### src/rtl/nds_pkg.sv
// constants, types and helpers for the divide step
package nds_pkg;

    // ********************************************************
    // data path geometry
    // ********************************************************
    localparam int NDS_ACC_W      = 36;
    localparam int NDS_DIV_W      = 16;
    localparam int NDS_LOW_W      = 16;
    localparam int NDS_UP_W       = NDS_ACC_W - NDS_LOW_W;
    localparam int NDS_ACC_SIGN   = 35;
    localparam int NDS_DIV_SIGN   = 15;
    localparam int NDS_DVD_W      = 32;
    localparam int NDS_DVD_SIGN   = 31;
    localparam int NDS_NREG       = 4;
    localparam int NDS_SEL_W      = 2;
    localparam int NDS_QBITS_MAX  = 16;
    localparam int NDS_NB_W       = 5;

    // ********************************************************
    // timing
    // ********************************************************
    localparam int NDS_CLK_PS     = 5000;
    localparam int NDS_OSC_PS     = 5000;
    localparam int NDS_STEP_OSC   = 2;
    localparam int NDS_STEP_CLKS  = (NDS_STEP_OSC * NDS_OSC_PS + NDS_CLK_PS - 1) / NDS_CLK_PS;
    localparam int NDS_CNT_W      = 2;

    // ********************************************************
    // reset values
    // ********************************************************
    localparam logic [NDS_ACC_W-1:0] NDS_ACC_RST = 36'h0;
    localparam logic [NDS_DIV_W-1:0] NDS_REG_RST = 16'h0;

    // ********************************************************
    // state types
    // ********************************************************
    typedef enum logic {NDS_IDLE, NDS_EXEC} nds_dev_st_e;
    typedef enum logic [2:0] {NDS_H_IDLE, NDS_H_LDREG, NDS_H_LDACC, NDS_H_ISSUE,
                              NDS_H_WAIT, NDS_H_FIX} nds_host_st_e;

    // divisor sign-extended to upper width
    function automatic logic [NDS_UP_W-1:0] nds_sext(input logic [NDS_DIV_W-1:0] d);
        return {{(NDS_UP_W - NDS_DIV_W){d[NDS_DIV_SIGN]}}, d};
    endfunction

endpackage

### src/rtl/nds_if.sv
// link between the divide step unit and the instruction issuer
`timescale 1ns/1ps
interface nds_if;
    import nds_pkg::*;

    logic                 step_valid;
    logic                 step_ready;
    logic                 step_done;
    logic [NDS_SEL_W-1:0] step_src_sel;
    logic                 step_dst_sel;
    logic                 acc_wr_en;
    logic                 acc_wr_sel;
    logic [NDS_ACC_W-1:0] acc_wr_data;
    logic                 reg_wr_en;
    logic [NDS_SEL_W-1:0] reg_wr_sel;
    logic [NDS_DIV_W-1:0] reg_wr_data;
    logic                 c_wr_en;
    logic                 c_wr_val;
    logic [NDS_ACC_W-1:0] acc_a;
    logic [NDS_ACC_W-1:0] acc_b;
    logic                 flag_c;
    logic                 flag_v;
    logic                 flag_l;

    modport dev (
        input  step_valid,
        output step_ready,
        output step_done,
        input  step_src_sel,
        input  step_dst_sel,
        input  acc_wr_en,
        input  acc_wr_sel,
        input  acc_wr_data,
        input  reg_wr_en,
        input  reg_wr_sel,
        input  reg_wr_data,
        input  c_wr_en,
        input  c_wr_val,
        output acc_a,
        output acc_b,
        output flag_c,
        output flag_v,
        output flag_l
    );

    modport host (
        output step_valid,
        input  step_ready,
        input  step_done,
        output step_src_sel,
        output step_dst_sel,
        output acc_wr_en,
        output acc_wr_sel,
        output acc_wr_data,
        output reg_wr_en,
        output reg_wr_sel,
        output reg_wr_data,
        output c_wr_en,
        output c_wr_val,
        input  acc_a,
        input  acc_b,
        input  flag_c,
        input  flag_v,
        input  flag_l
    );
endinterface

### src/rtl/nds_host.sv
// issuer: loads operands, runs steps, fixes result
`timescale 1ns/1ps
module nds_host
    import nds_pkg::*;
(
    input  wire logic                 clk_sys,
    input  wire logic                 reset,
    nds_if.host                       lnk,
    input  wire logic                 start,
    input  wire logic [NDS_DVD_W-1:0] dividend,
    input  wire logic [NDS_DIV_W-1:0] divisor,
    input  wire logic [NDS_NB_W-1:0]  nbits,
    input  wire logic [NDS_SEL_W-1:0] src_sel,
    input  wire logic                 dst_sel,
    output logic [NDS_DIV_W-1:0]      quotient,
    output logic [NDS_UP_W-1:0]       remainder,
    output logic                      done,
    output logic                      busy,
    output logic                      invalid
);

    // ********************************************************
    // state
    // ********************************************************
    typedef struct packed {
        nds_host_st_e          st;
        logic [NDS_NB_W-1:0]   nb;
        logic [NDS_NB_W-1:0]   cnt;
        logic                  qneg;
        logic                  rneg;
        logic [NDS_DVD_W-1:0]  dmag;
        logic [NDS_DIV_W-1:0]  smag;
        logic [NDS_SEL_W-1:0]  src;
        logic                  dst;
        logic                  step_valid;
        logic                  acc_wr_en;
        logic                  reg_wr_en;
        logic                  c_wr_en;
        logic [NDS_DIV_W-1:0]  q;
        logic [NDS_UP_W-1:0]   r;
        logic                  done;
        logic                  busy;
        logic                  inval;
    } nds_host_s;

    nds_host_s s_r;
    nds_host_s s_nxt;

    logic [NDS_ACC_W-1:0] fin;
    logic [NDS_UP_W-1:0]  up_fix;
    logic [NDS_DIV_W-1:0] qmask;
    logic [NDS_DIV_W-1:0] qmag;
    logic [NDS_DIV_W-1:0] smag_in;

    always_comb begin
        fin     = s_r.dst ? lnk.acc_b : lnk.acc_a;
        smag_in = divisor[NDS_DIV_SIGN] ? NDS_DIV_W'(-divisor) : divisor;
        // magnitudes fed: negative remainder means
        // last subtract went once too far
        up_fix  = fin[NDS_ACC_W-1:NDS_LOW_W];
        if (fin[NDS_ACC_SIGN]) begin
            up_fix = up_fix + nds_sext(s_r.smag);                       // [RL14]
        end
        qmask   = {NDS_DIV_W{1'b1}} >> (NDS_QBITS_MAX - int'(s_r.nb));
        qmag    = {fin[NDS_LOW_W-2:0], lnk.flag_c} & qmask;             // [RL9]
    end

    // ********************************************************
    // next state
    // ********************************************************
    always_comb begin
        s_nxt      = s_r;
        s_nxt.done = 1'b0;
        case (s_r.st)
            NDS_H_IDLE: begin
                if (start) begin
                    s_nxt.qneg  = dividend[NDS_DVD_SIGN] ^ divisor[NDS_DIV_SIGN];
                    s_nxt.rneg  = dividend[NDS_DVD_SIGN];
                    s_nxt.dmag  = dividend[NDS_DVD_SIGN] ? NDS_DVD_W'(-dividend) : dividend;
                    s_nxt.smag  = smag_in;
                    // step count outside 1..16 runs full precision
                    s_nxt.nb    = (nbits == '0 || nbits > NDS_NB_W'(NDS_QBITS_MAX))
                                  ? NDS_NB_W'(NDS_QBITS_MAX) : nbits;   // [RL11]
                    s_nxt.inval = (smag_in == '0) ||
                                  ((dividend[NDS_DVD_SIGN] ? NDS_DVD_W'(-dividend) : dividend)
                                   >= {smag_in, {NDS_LOW_W{1'b0}}});    // [RL13]
                    s_nxt.src       = src_sel;
                    s_nxt.dst       = dst_sel;
                    s_nxt.cnt       = '0;
                    s_nxt.busy      = 1'b1;
                    s_nxt.reg_wr_en = 1'b1;
                    s_nxt.st        = NDS_H_LDREG;
                end
            end
            NDS_H_LDREG: begin
                s_nxt.reg_wr_en = 1'b0;
                s_nxt.acc_wr_en = 1'b1;                                 // [RL12]
                s_nxt.c_wr_en   = 1'b1;
                s_nxt.st        = NDS_H_LDACC;
            end
            NDS_H_LDACC: begin
                s_nxt.acc_wr_en = 1'b0;
                s_nxt.c_wr_en   = 1'b0;
                s_nxt.st        = NDS_H_ISSUE;
            end
            NDS_H_ISSUE: begin
                if (lnk.step_ready) begin
                    s_nxt.step_valid = 1'b1;
                    s_nxt.st         = NDS_H_WAIT;
                end
            end
            NDS_H_WAIT: begin
                s_nxt.step_valid = 1'b0;
                if (lnk.step_done) begin
                    s_nxt.cnt = s_r.cnt + NDS_NB_W'(1);
                    if (s_r.cnt + NDS_NB_W'(1) == s_r.nb) begin         // [RL11]
                        s_nxt.st = NDS_H_FIX;
                    end else begin
                        s_nxt.st = NDS_H_ISSUE;
                    end
                end
            end
            NDS_H_FIX: begin
                s_nxt.q    = s_r.qneg ? NDS_DIV_W'(-qmag) : qmag;       // [RL15]
                s_nxt.r    = s_r.rneg ? NDS_UP_W'(-up_fix) : up_fix;    // [RL14]
                s_nxt.done = 1'b1;
                s_nxt.busy = 1'b0;
                s_nxt.st   = NDS_H_IDLE;
            end
            default: begin
                s_nxt.st = NDS_H_IDLE;
            end
        endcase
    end

    // ********************************************************
    // registers
    // ********************************************************
    always_ff @(posedge clk_sys) begin
        if (reset) begin
            s_r <= '0;
        end else begin
            s_r <= s_nxt;
        end
    end

    // ********************************************************
    // outputs
    // ********************************************************
    assign lnk.step_valid   = s_r.step_valid;
    assign lnk.step_src_sel = s_r.src;
    assign lnk.step_dst_sel = s_r.dst;
    assign lnk.acc_wr_en    = s_r.acc_wr_en;
    assign lnk.acc_wr_sel   = s_r.dst;
    assign lnk.acc_wr_data  = {{(NDS_ACC_W - NDS_DVD_W){1'b0}}, s_r.dmag};   // [RL12]
    assign lnk.reg_wr_en    = s_r.reg_wr_en;
    assign lnk.reg_wr_sel   = s_r.src;
    assign lnk.reg_wr_data  = s_r.smag;
    assign lnk.c_wr_en      = s_r.c_wr_en;
    assign lnk.c_wr_val     = 1'b0;
    assign quotient         = s_r.q;
    assign remainder        = s_r.r;
    assign done             = s_r.done;
    assign busy             = s_r.busy;
    assign invalid          = s_r.inval;

endmodule

### src/flat_wrapper.sv
// flat-port wrapper written by rule: the top's interface ports become plain ports
module nds_host_flat import nds_pkg::*;
  (clk_sys, reset, start, dividend, divisor, nbits, src_sel, dst_sel, quotient, remainder, done, busy, invalid, lnk_step_valid, lnk_step_ready, lnk_step_done, lnk_step_src_sel, lnk_step_dst_sel, lnk_acc_wr_en, lnk_acc_wr_sel, lnk_acc_wr_data, lnk_reg_wr_en, lnk_reg_wr_sel, lnk_reg_wr_data, lnk_c_wr_en, lnk_c_wr_val, lnk_acc_a, lnk_acc_b, lnk_flag_c, lnk_flag_v, lnk_flag_l);
  nds_if lnk_i ();
  input  wire logic clk_sys;
  input  wire logic reset;
  input  wire logic start;
  input  wire logic [NDS_DVD_W-1:0] dividend;
  input  wire logic [NDS_DIV_W-1:0] divisor;
  input  wire logic [NDS_NB_W-1:0] nbits;
  input  wire logic [NDS_SEL_W-1:0] src_sel;
  input  wire logic dst_sel;
  output logic [NDS_DIV_W-1:0] quotient;
  output logic [NDS_UP_W-1:0] remainder;
  output logic done;
  output logic busy;
  output logic invalid;
  output wire logic [$bits(lnk_i.step_valid)-1:0] lnk_step_valid;
  input wire logic [$bits(lnk_i.step_ready)-1:0] lnk_step_ready;
  input wire logic [$bits(lnk_i.step_done)-1:0] lnk_step_done;
  output wire logic [$bits(lnk_i.step_src_sel)-1:0] lnk_step_src_sel;
  output wire logic [$bits(lnk_i.step_dst_sel)-1:0] lnk_step_dst_sel;
  output wire logic [$bits(lnk_i.acc_wr_en)-1:0] lnk_acc_wr_en;
  output wire logic [$bits(lnk_i.acc_wr_sel)-1:0] lnk_acc_wr_sel;
  output wire logic [$bits(lnk_i.acc_wr_data)-1:0] lnk_acc_wr_data;
  output wire logic [$bits(lnk_i.reg_wr_en)-1:0] lnk_reg_wr_en;
  output wire logic [$bits(lnk_i.reg_wr_sel)-1:0] lnk_reg_wr_sel;
  output wire logic [$bits(lnk_i.reg_wr_data)-1:0] lnk_reg_wr_data;
  output wire logic [$bits(lnk_i.c_wr_en)-1:0] lnk_c_wr_en;
  output wire logic [$bits(lnk_i.c_wr_val)-1:0] lnk_c_wr_val;
  input wire logic [$bits(lnk_i.acc_a)-1:0] lnk_acc_a;
  input wire logic [$bits(lnk_i.acc_b)-1:0] lnk_acc_b;
  input wire logic [$bits(lnk_i.flag_c)-1:0] lnk_flag_c;
  input wire logic [$bits(lnk_i.flag_v)-1:0] lnk_flag_v;
  input wire logic [$bits(lnk_i.flag_l)-1:0] lnk_flag_l;
  assign lnk_step_valid = lnk_i.step_valid;
  assign lnk_i.step_ready = lnk_step_ready;
  assign lnk_i.step_done = lnk_step_done;
  assign lnk_step_src_sel = lnk_i.step_src_sel;
  assign lnk_step_dst_sel = lnk_i.step_dst_sel;
  assign lnk_acc_wr_en = lnk_i.acc_wr_en;
  assign lnk_acc_wr_sel = lnk_i.acc_wr_sel;
  assign lnk_acc_wr_data = lnk_i.acc_wr_data;
  assign lnk_reg_wr_en = lnk_i.reg_wr_en;
  assign lnk_reg_wr_sel = lnk_i.reg_wr_sel;
  assign lnk_reg_wr_data = lnk_i.reg_wr_data;
  assign lnk_c_wr_en = lnk_i.c_wr_en;
  assign lnk_c_wr_val = lnk_i.c_wr_val;
  assign lnk_i.acc_a = lnk_acc_a;
  assign lnk_i.acc_b = lnk_acc_b;
  assign lnk_i.flag_c = lnk_flag_c;
  assign lnk_i.flag_v = lnk_flag_v;
  assign lnk_i.flag_l = lnk_flag_l;
  nds_host u_core (.clk_sys(clk_sys), .reset(reset), .lnk(lnk_i), .start(start), .dividend(dividend), .divisor(divisor), .nbits(nbits), .src_sel(src_sel), .dst_sel(dst_sel), .quotient(quotient), .remainder(remainder), .done(done), .busy(busy), .invalid(invalid));
endmodule
### config.mk
export PLATFORM = sky130hd
export DESIGN_NAME = nds_host_flat
export DESIGN_NICKNAME = d
export VERILOG_FILES = /design/src/rtl/nds_pkg.sv /design/src/rtl/nds_if.sv /design/src/rtl/nds_host.sv /design/src/flat_wrapper.sv
export SDC_FILE = /design/constraint.sdc
export NUM_CORES = 1
export LEC_CHECK = 0
export BUFFER_PORTS_ARGS = -buffer_cell sky130_fd_sc_hd__buf_2
export CAP_MARGIN = 20
export CELL_PAD_IN_SITES_DETAIL_PLACEMENT = 0
export CELL_PAD_IN_SITES_GLOBAL_PLACEMENT = 2
export CORE_ASPECT_RATIO = 1.25
export CORE_UTILIZATION = 30
export DETAILED_ROUTE_END_ITERATION = 6
export PLACE_DENSITY_LB_ADDON = 0.1
export SYNTH_ARGS = -nofsm -noshare
export SYNTH_HDL_FRONTEND = slang
export SYNTH_SLANG_ARGS = --single-unit
### constraint.sdc
create_clock -name clk_sys -period 5.9 [get_ports clk_sys]
set_input_delay 0.59 -clock clk_sys [delete_from_list [all_inputs] [get_ports clk_sys]]
set_output_delay 0.59 -clock clk_sys [all_outputs]
set_load 0.02 [all_outputs]
[Yosys cells after proc, flatten, opt, wreduce, memory -nomap -nowiden]
Cells that the tools add are included.
Storage, ports and cells
  flip-flop bits (word level): 108
  logic and storage cells: 76
  input bits: 136
  output and inout bits: 102
Cells by class
  reduce and logical (&&, ||, !) cells: 16
  muxes and demuxes: 22
  shift-type cells: 1
  add/subtract/negate cells: 7
  order comparisons: 2
  equality and inequality tests: 9
  bitwise operators: 2
Operators with widths (number)
  two-way mux 66 bit: 1
  two-way mux 20 bit: 2
  two-way mux 36 bit: 1
  greater-or-equal comparator 32 bit: 1
  two-way mux 16 bit: 2
  two-way mux 32 bit: 1
  negation 16 bit: 2
  negation 32 bit: 1
  right shift 16 x 32 -> 16 bit, first input constant: 1
  adder 20 bit: 1
  negation 20 bit: 1
  AND 16 bit: 1
  logical NOT 16 bit: 1
  one-hot mux 3 bit (5 select lines): 1
  two-way mux 5 bit: 2
  one-hot mux 5 bit (2 select lines): 1
  nonzero test 2 bit: 5
  two-way mux 3 bit: 3
  one-hot mux 1 bit (2 select lines): 4
  AND reduction 2 bit: 4
  == test 3 x 2 -> 1 bit, second input constant: 2
  == test 3 bit, second input constant: 2
  inequality test 2 bit, second input constant: 3
  AND reduction 3 bit: 2
  other kinds (11): 14

[Logic depth before layout (Yosys ltp)]
  depth in word-level cells: 6
  mapped depth: 19
  gate-level depth less buffers: 18

[Worst setup path before layout]
Ideal clock, no wire load.
  kind: register to register
  from: register u_core.s_r (netlist bit u_core.lnk.acc_wr_sel)
  to: register u_core.s_r (netlist bit u_core.remainder[19])
  cell stages (with the launch flop): 18
  arrival time: 4455 ps
  clock period less this slack: 4581 ps
  buffers on the path: 5
  setup time: 126 ps
  path slack: 1319 ps
  data required time: 5774 ps
  path through: dfxtp_1 buf_6 buf_4 buf_4 buf_2 buf_2 mux2_2 ha_1 fa_1 xnor2_1 a221oi_1 a211o_1 nor3b_4 nand3_1 or3_4 o41ai_4 a221o_1 o211ai_1
On the way
  longest elaborated chain between the ends: 5
Ends and longest elaborated chain
  start: declaration: line nds_host.sv:46  | nds_host_s s_r;
  start signal: assignment: line nds_host.sv:143  | s_r <= s_nxt;
  two-way mux 36 bit *: line nds_host.sv:56  | fin = s_r.dst ? lnk.acc_b : lnk.acc_a;
  adder 20 bit: line nds_host.sv:62  | up_fix = up_fix + nds_sext(s_r.smag);
  two-way mux 20 bit *: line nds_host.sv:61  | if (fin[NDS_ACC_SIGN]) begin
  negation 20 bit: line nds_host.sv:125  | s_nxt.r = s_r.rneg ? NDS_UP_W'(-up_fix) : up_fix;
  two-way mux 20 bit *: line nds_host.sv:125
Mark *: on every way between the ends. The rest lies on a longest branch, timed or not.
A chain may end at the register's enable or synchronous reset.

[Final worst setup path]
  from: register u_core.s_r (netlist bit u_core.lnk.acc_wr_sel)
  to: register u_core.s_r (netlist bit u_core.remainder[18])
The elaborated chain is that of the path after synthesis.

==> out/qor.tcl <==
set qor(clock_sink_count) 108
set qor(clkTransAtPathRegs_ps) 90
set qor(ff2ff_setup_slack_ps) 1530
set qor(setup_viol_count_final) 0
set qor(syn_to_final_growth_pct) 12.2
set qor(power.share.clock_pct) 22.9
set qor(synth.lib_cells_used.distinct) 73
set qor(fmaxAchievable_mhz) 229
set qor(timing.reg2reg.worst_path_depth) 12
set qor(drt_iter0_markers) 365
set qor(power_frac_comb_pct) 45.2
set qor(yosys-top-cells-count) {nor2_1 (122), dfxtp_1 (108), nand2_1 (101)}
set qor(maximum_number_of_pins_on_one_net_before_global_route_repair) 94
set qor(total_power_uw) 2900
set qor(cts-buffers-inserted) 9
set qor(critical-path-slowest-cell) {dfxtp_2}
set qor(timing.slew.headroom_pct) 34.5
set qor(async_sr_flop_fraction_pct) 0
set qor(post_drt_wl_per_cell_microns) 17.0
set qor(post-synth-top-area-cell) {dfxtp_1}
set qor(timing.critical_path.required_ps) 6190
set qor(synth_warnings) 0
set qor(ys_ff_latch) 108
set qor(cts.htree.levels) 3
set qor(intPower_uw) 1630
set qor(startpoint) {u_core.lnk.acc_wr_sel$_SDFFE_PP0P_}
set qor(timing.setup.critical_path_class) {reg -> reg}
set qor(dr.pass1.iters) 4
set qor(worstPathArrival_ps) 4660
set qor(num_io_pins) 238
set qor(grt_pass1_wl_microns) 44400
set qor(post-route-drc-count) 0
set qor(dieHeight_microns) 194
set qor(levels_on_crit_path) 12
set qor(gp_routability_congestion) 0.790
set qor(post-route-worst-setup-slack_ps) 1530
set qor(fin_setup_tns_ps) 0
set qor(synthCells) 1155
set qor(max-clock-path-buffers) 2
set qor(global_route.usage.total_pct) 18.8
set qor(outcome) {finished, final reports clean}
set qor(min_period_over_period_pct) 74.1
set qor(overall_via_count_from_detail_route) 8263
set qor(postRouteAntennaNets) 0
set qor(max_slew.worst_pin.slew_ps) 983
set qor(final-max-slew-violation-count) 0
set qor(finish.net_count) 1429
set qor(number_of_enable_flip_flop_cells_after_synthesis) 0
set qor(initial_utilization_pct) 30.4
set qor(holdCritPathClass) {in -> reg}
set qor(leakagePower_uw) 0.00417
set qor(cts_hold_repair.buffers) 0
set qor(yosysSeqAreaShare_pct) 24.4
set qor(synthFlopType) {dfxtp_1}
set qor(peakVddDrop_mv) 0.137
set qor(cpLargestDelayFamily) {compound AO/OA/AOI/OAI gates}
set qor(synthesis.area_per_instance_sq_um) 7.67
set qor(number_of_antenna_violations_at_the_first_check_in_global_routing) 3
set qor(max_cap_viol_count) 0
set qor(global_route.overflow_total) 0
set qor(ctsRootBufferMaster) {clkbuf_16}
set qor(timing.critical_path.slowest_cell_delay_ps) 770
set qor(synth_top_cells_by_area) {dfxtp_1 (24%), buf_4 (8.2%), ha_1 (5.9%)}
set qor(power.sequential.fraction_pct) 31.9
set qor(critical_path.n_buffers_inverters) 0
set qor(worstSetupEndpoint) {u_core.remainder[18]$_SDFFE_PP0P_}
set qor(p_switching_uw) 1270
set qor(switching_share_pct) 43.9
set qor(yosys.cell_count.top_type) {nor2_1}
set qor(r2r-start) {u_core.lnk.acc_wr_sel$_SDFFE_PP0P_}
set qor(die_area_sq_um) 30200
set qor(core_footprint_sq_um) 29200
set qor(startpoint_type) {flip-flop}
set qor(vias_per_cell) 5.00
set qor(power_density_normalized_to_cell_area_nw_per_um2) 292
set qor(report.final.hold_viol_count) 0
set qor(cts_tree) {yes}
set qor(worstPathCellList) {mux2_2, ha_1, fa_1, a211oi_2, o211a_1, nor3_1, o21ai_1, a21oi_1, o31ai_1, o41ai_1, xnor2_1, a211oi_1}
set qor(detailed_place_hpwl_microns) 21700
set qor(rows) 70
set qor(place.port_buffers) 228
set qor(end_kind) {flip-flop}
set qor(synthesis.area_sq_um) 8860
set qor(resized_gates_after_cts) 0
set qor(dp_worst_setup_slack_ps) 1460
set qor(yosys.area.top_type_share_pct) 24.4
set qor(period_needed_ps) 4370
set qor(cts_setup_buffers) 0
set qor(grt_pass1_vias) 8004
set qor(grt_setup_unrepaired) {false}
set qor(worst_r2r_end) {u_core.remainder[18]$_SDFFE_PP0P_}
set qor(die_w_microns) 156
set qor(worst_clk_skew_ps) 8.22
set qor(clk-insertion-delay-late_ps) 380
set qor(final_layout_size_suffix_gt1_share_pct) 23.3
set qor(path_max_fanout) 28
set qor(drt-total-wl_microns) 28100
## worst min-delay path by stage
stage | cells after the start | start | to | slack [ps]
6_report | 3 | src_sel[1] | u_core.lnk.reg_wr_sel[1]$_SDFFE_PP0P_ | 440
5_1_grt | 3 | src_sel[0] | u_core.lnk.reg_wr_sel[0]$_SDFFE_PP0P_ | 450
4_1_cts | 3 | src_sel[1] | u_core.lnk.reg_wr_sel[1]$_SDFFE_PP0P_ | 430
3_5_place_dp | 2 | u_core.remainder[3]$_SDFFE_PP0P_ | u_core.remainder[3]$_SDFFE_PP0P_ | 450
3_3_place_gp | 2 | u_core.quotient[11]$_SDFFE_PP0P_ | u_core.quotient[11]$_SDFFE_PP0P_ | 440
2_1_floorplan | 2 | u_core.quotient[13]$_SDFFE_PP0P_ | u_core.quotient[13]$_SDFFE_PP0P_ | 430
## power groups by stage
stage	combinational, uW	sequential, uW	clock (uW)
finish	1310	926	663
global route	1470	946	717
CTS	1330	930	690
detailed placement	1320	946	0
global placement	1330	944	0
floorplan	1080	899	0
## cell type report
type	count	area, sq um
Antenna cell	2	5.00
Fill cell	3241	19200
Clock inverter	7	86.3
Sequential cell	108	2160
Tap cell	396	495
Inverter	27	101
Clock buffer	9	225
Timing Repair Buffer	237	1220
Multi-Input combinational cell	867	5650
## per-stage QoR
step | util (%) | hold WS (ps) | instance area (sq um) | std cells
4_1_cts | 34.0 | 425 | 9920 | 1650
3_5_place_dp | 33.0 | 446 | 9610 | 1634
3_3_place_gp | 33.0 | 439 | 9610 | 1634
2_1_floorplan | - | 432 | 8870 | 1159
5_1_grt | 34.1 | 451 | 9940 | 1653
6_report | 34.1 | 438 | 9940 | 1653
## layout by cell type, fill, tap and decap left out, types with 19 or more instances in the layout
cell,Yosys,routed
a211oi_1,45,45
mux2i_1,23,23
dfxtp_1,108,107
nor2_1,122,122
xor2_1,44,44
buf_2,3,227
xnor2_1,44,44
a21oi_1,70,70
mux2_2,22,22
nor3_1,42,42
o31ai_1,19,19
nand3_1,30,30
o21ai_0,59,59
inv_1,27,27
ha_1,42,42
nand2_1,101,101
## worst min-delay path: cells and delay by family
kind                   cells  cell delay (ps)
AOI/OAI and AO/OA          1               50
buffers and inverters      1              100
and+or+nand+nor            1               40
## flip-flops by register name, summed over array words and instances, names as in the netlist
signal	cells
u_core.invalid	1
u_core.lnk.acc_wr_data	32
u_core.lnk.step_valid	1
u_core.done	1
u_core.quotient	16
u_core.remainder	20
u_core.lnk.reg_wr_data	16
u_core.s_r	15
u_core.lnk.reg_wr_en	1
u_core.busy	1
u_core.lnk.acc_wr_en	1
u_core.lnk.reg_wr_sel	2
u_core.lnk.acc_wr_sel	1
## cell families after synthesis
group	Yosys count	synth area share (%)
AO/OA/AOI/OAI	288	21.8
AND/OR/NAND/NOR	397	21.3
adder cells (fa/ha/maj)	43	6.16
flip-flops	108	24.4
XOR/XNOR	88	8.70
multiplexers	46	5.55
buffers and inverters	184	12.0
other	1	0.0423
## layer usage
layer / vias up / track usage (%) / share of wire [%]
li1: 4246 / - / -
met1: 3823 / 23.3 / 45
met2: 169 / 32.4 / 48
met3: 25 / 3.82 / 5.0
met4: 0 / 5.70 / 1.9
met5: - / 0 / 0
Note: power is estimated with default switching activity, not from simulation.
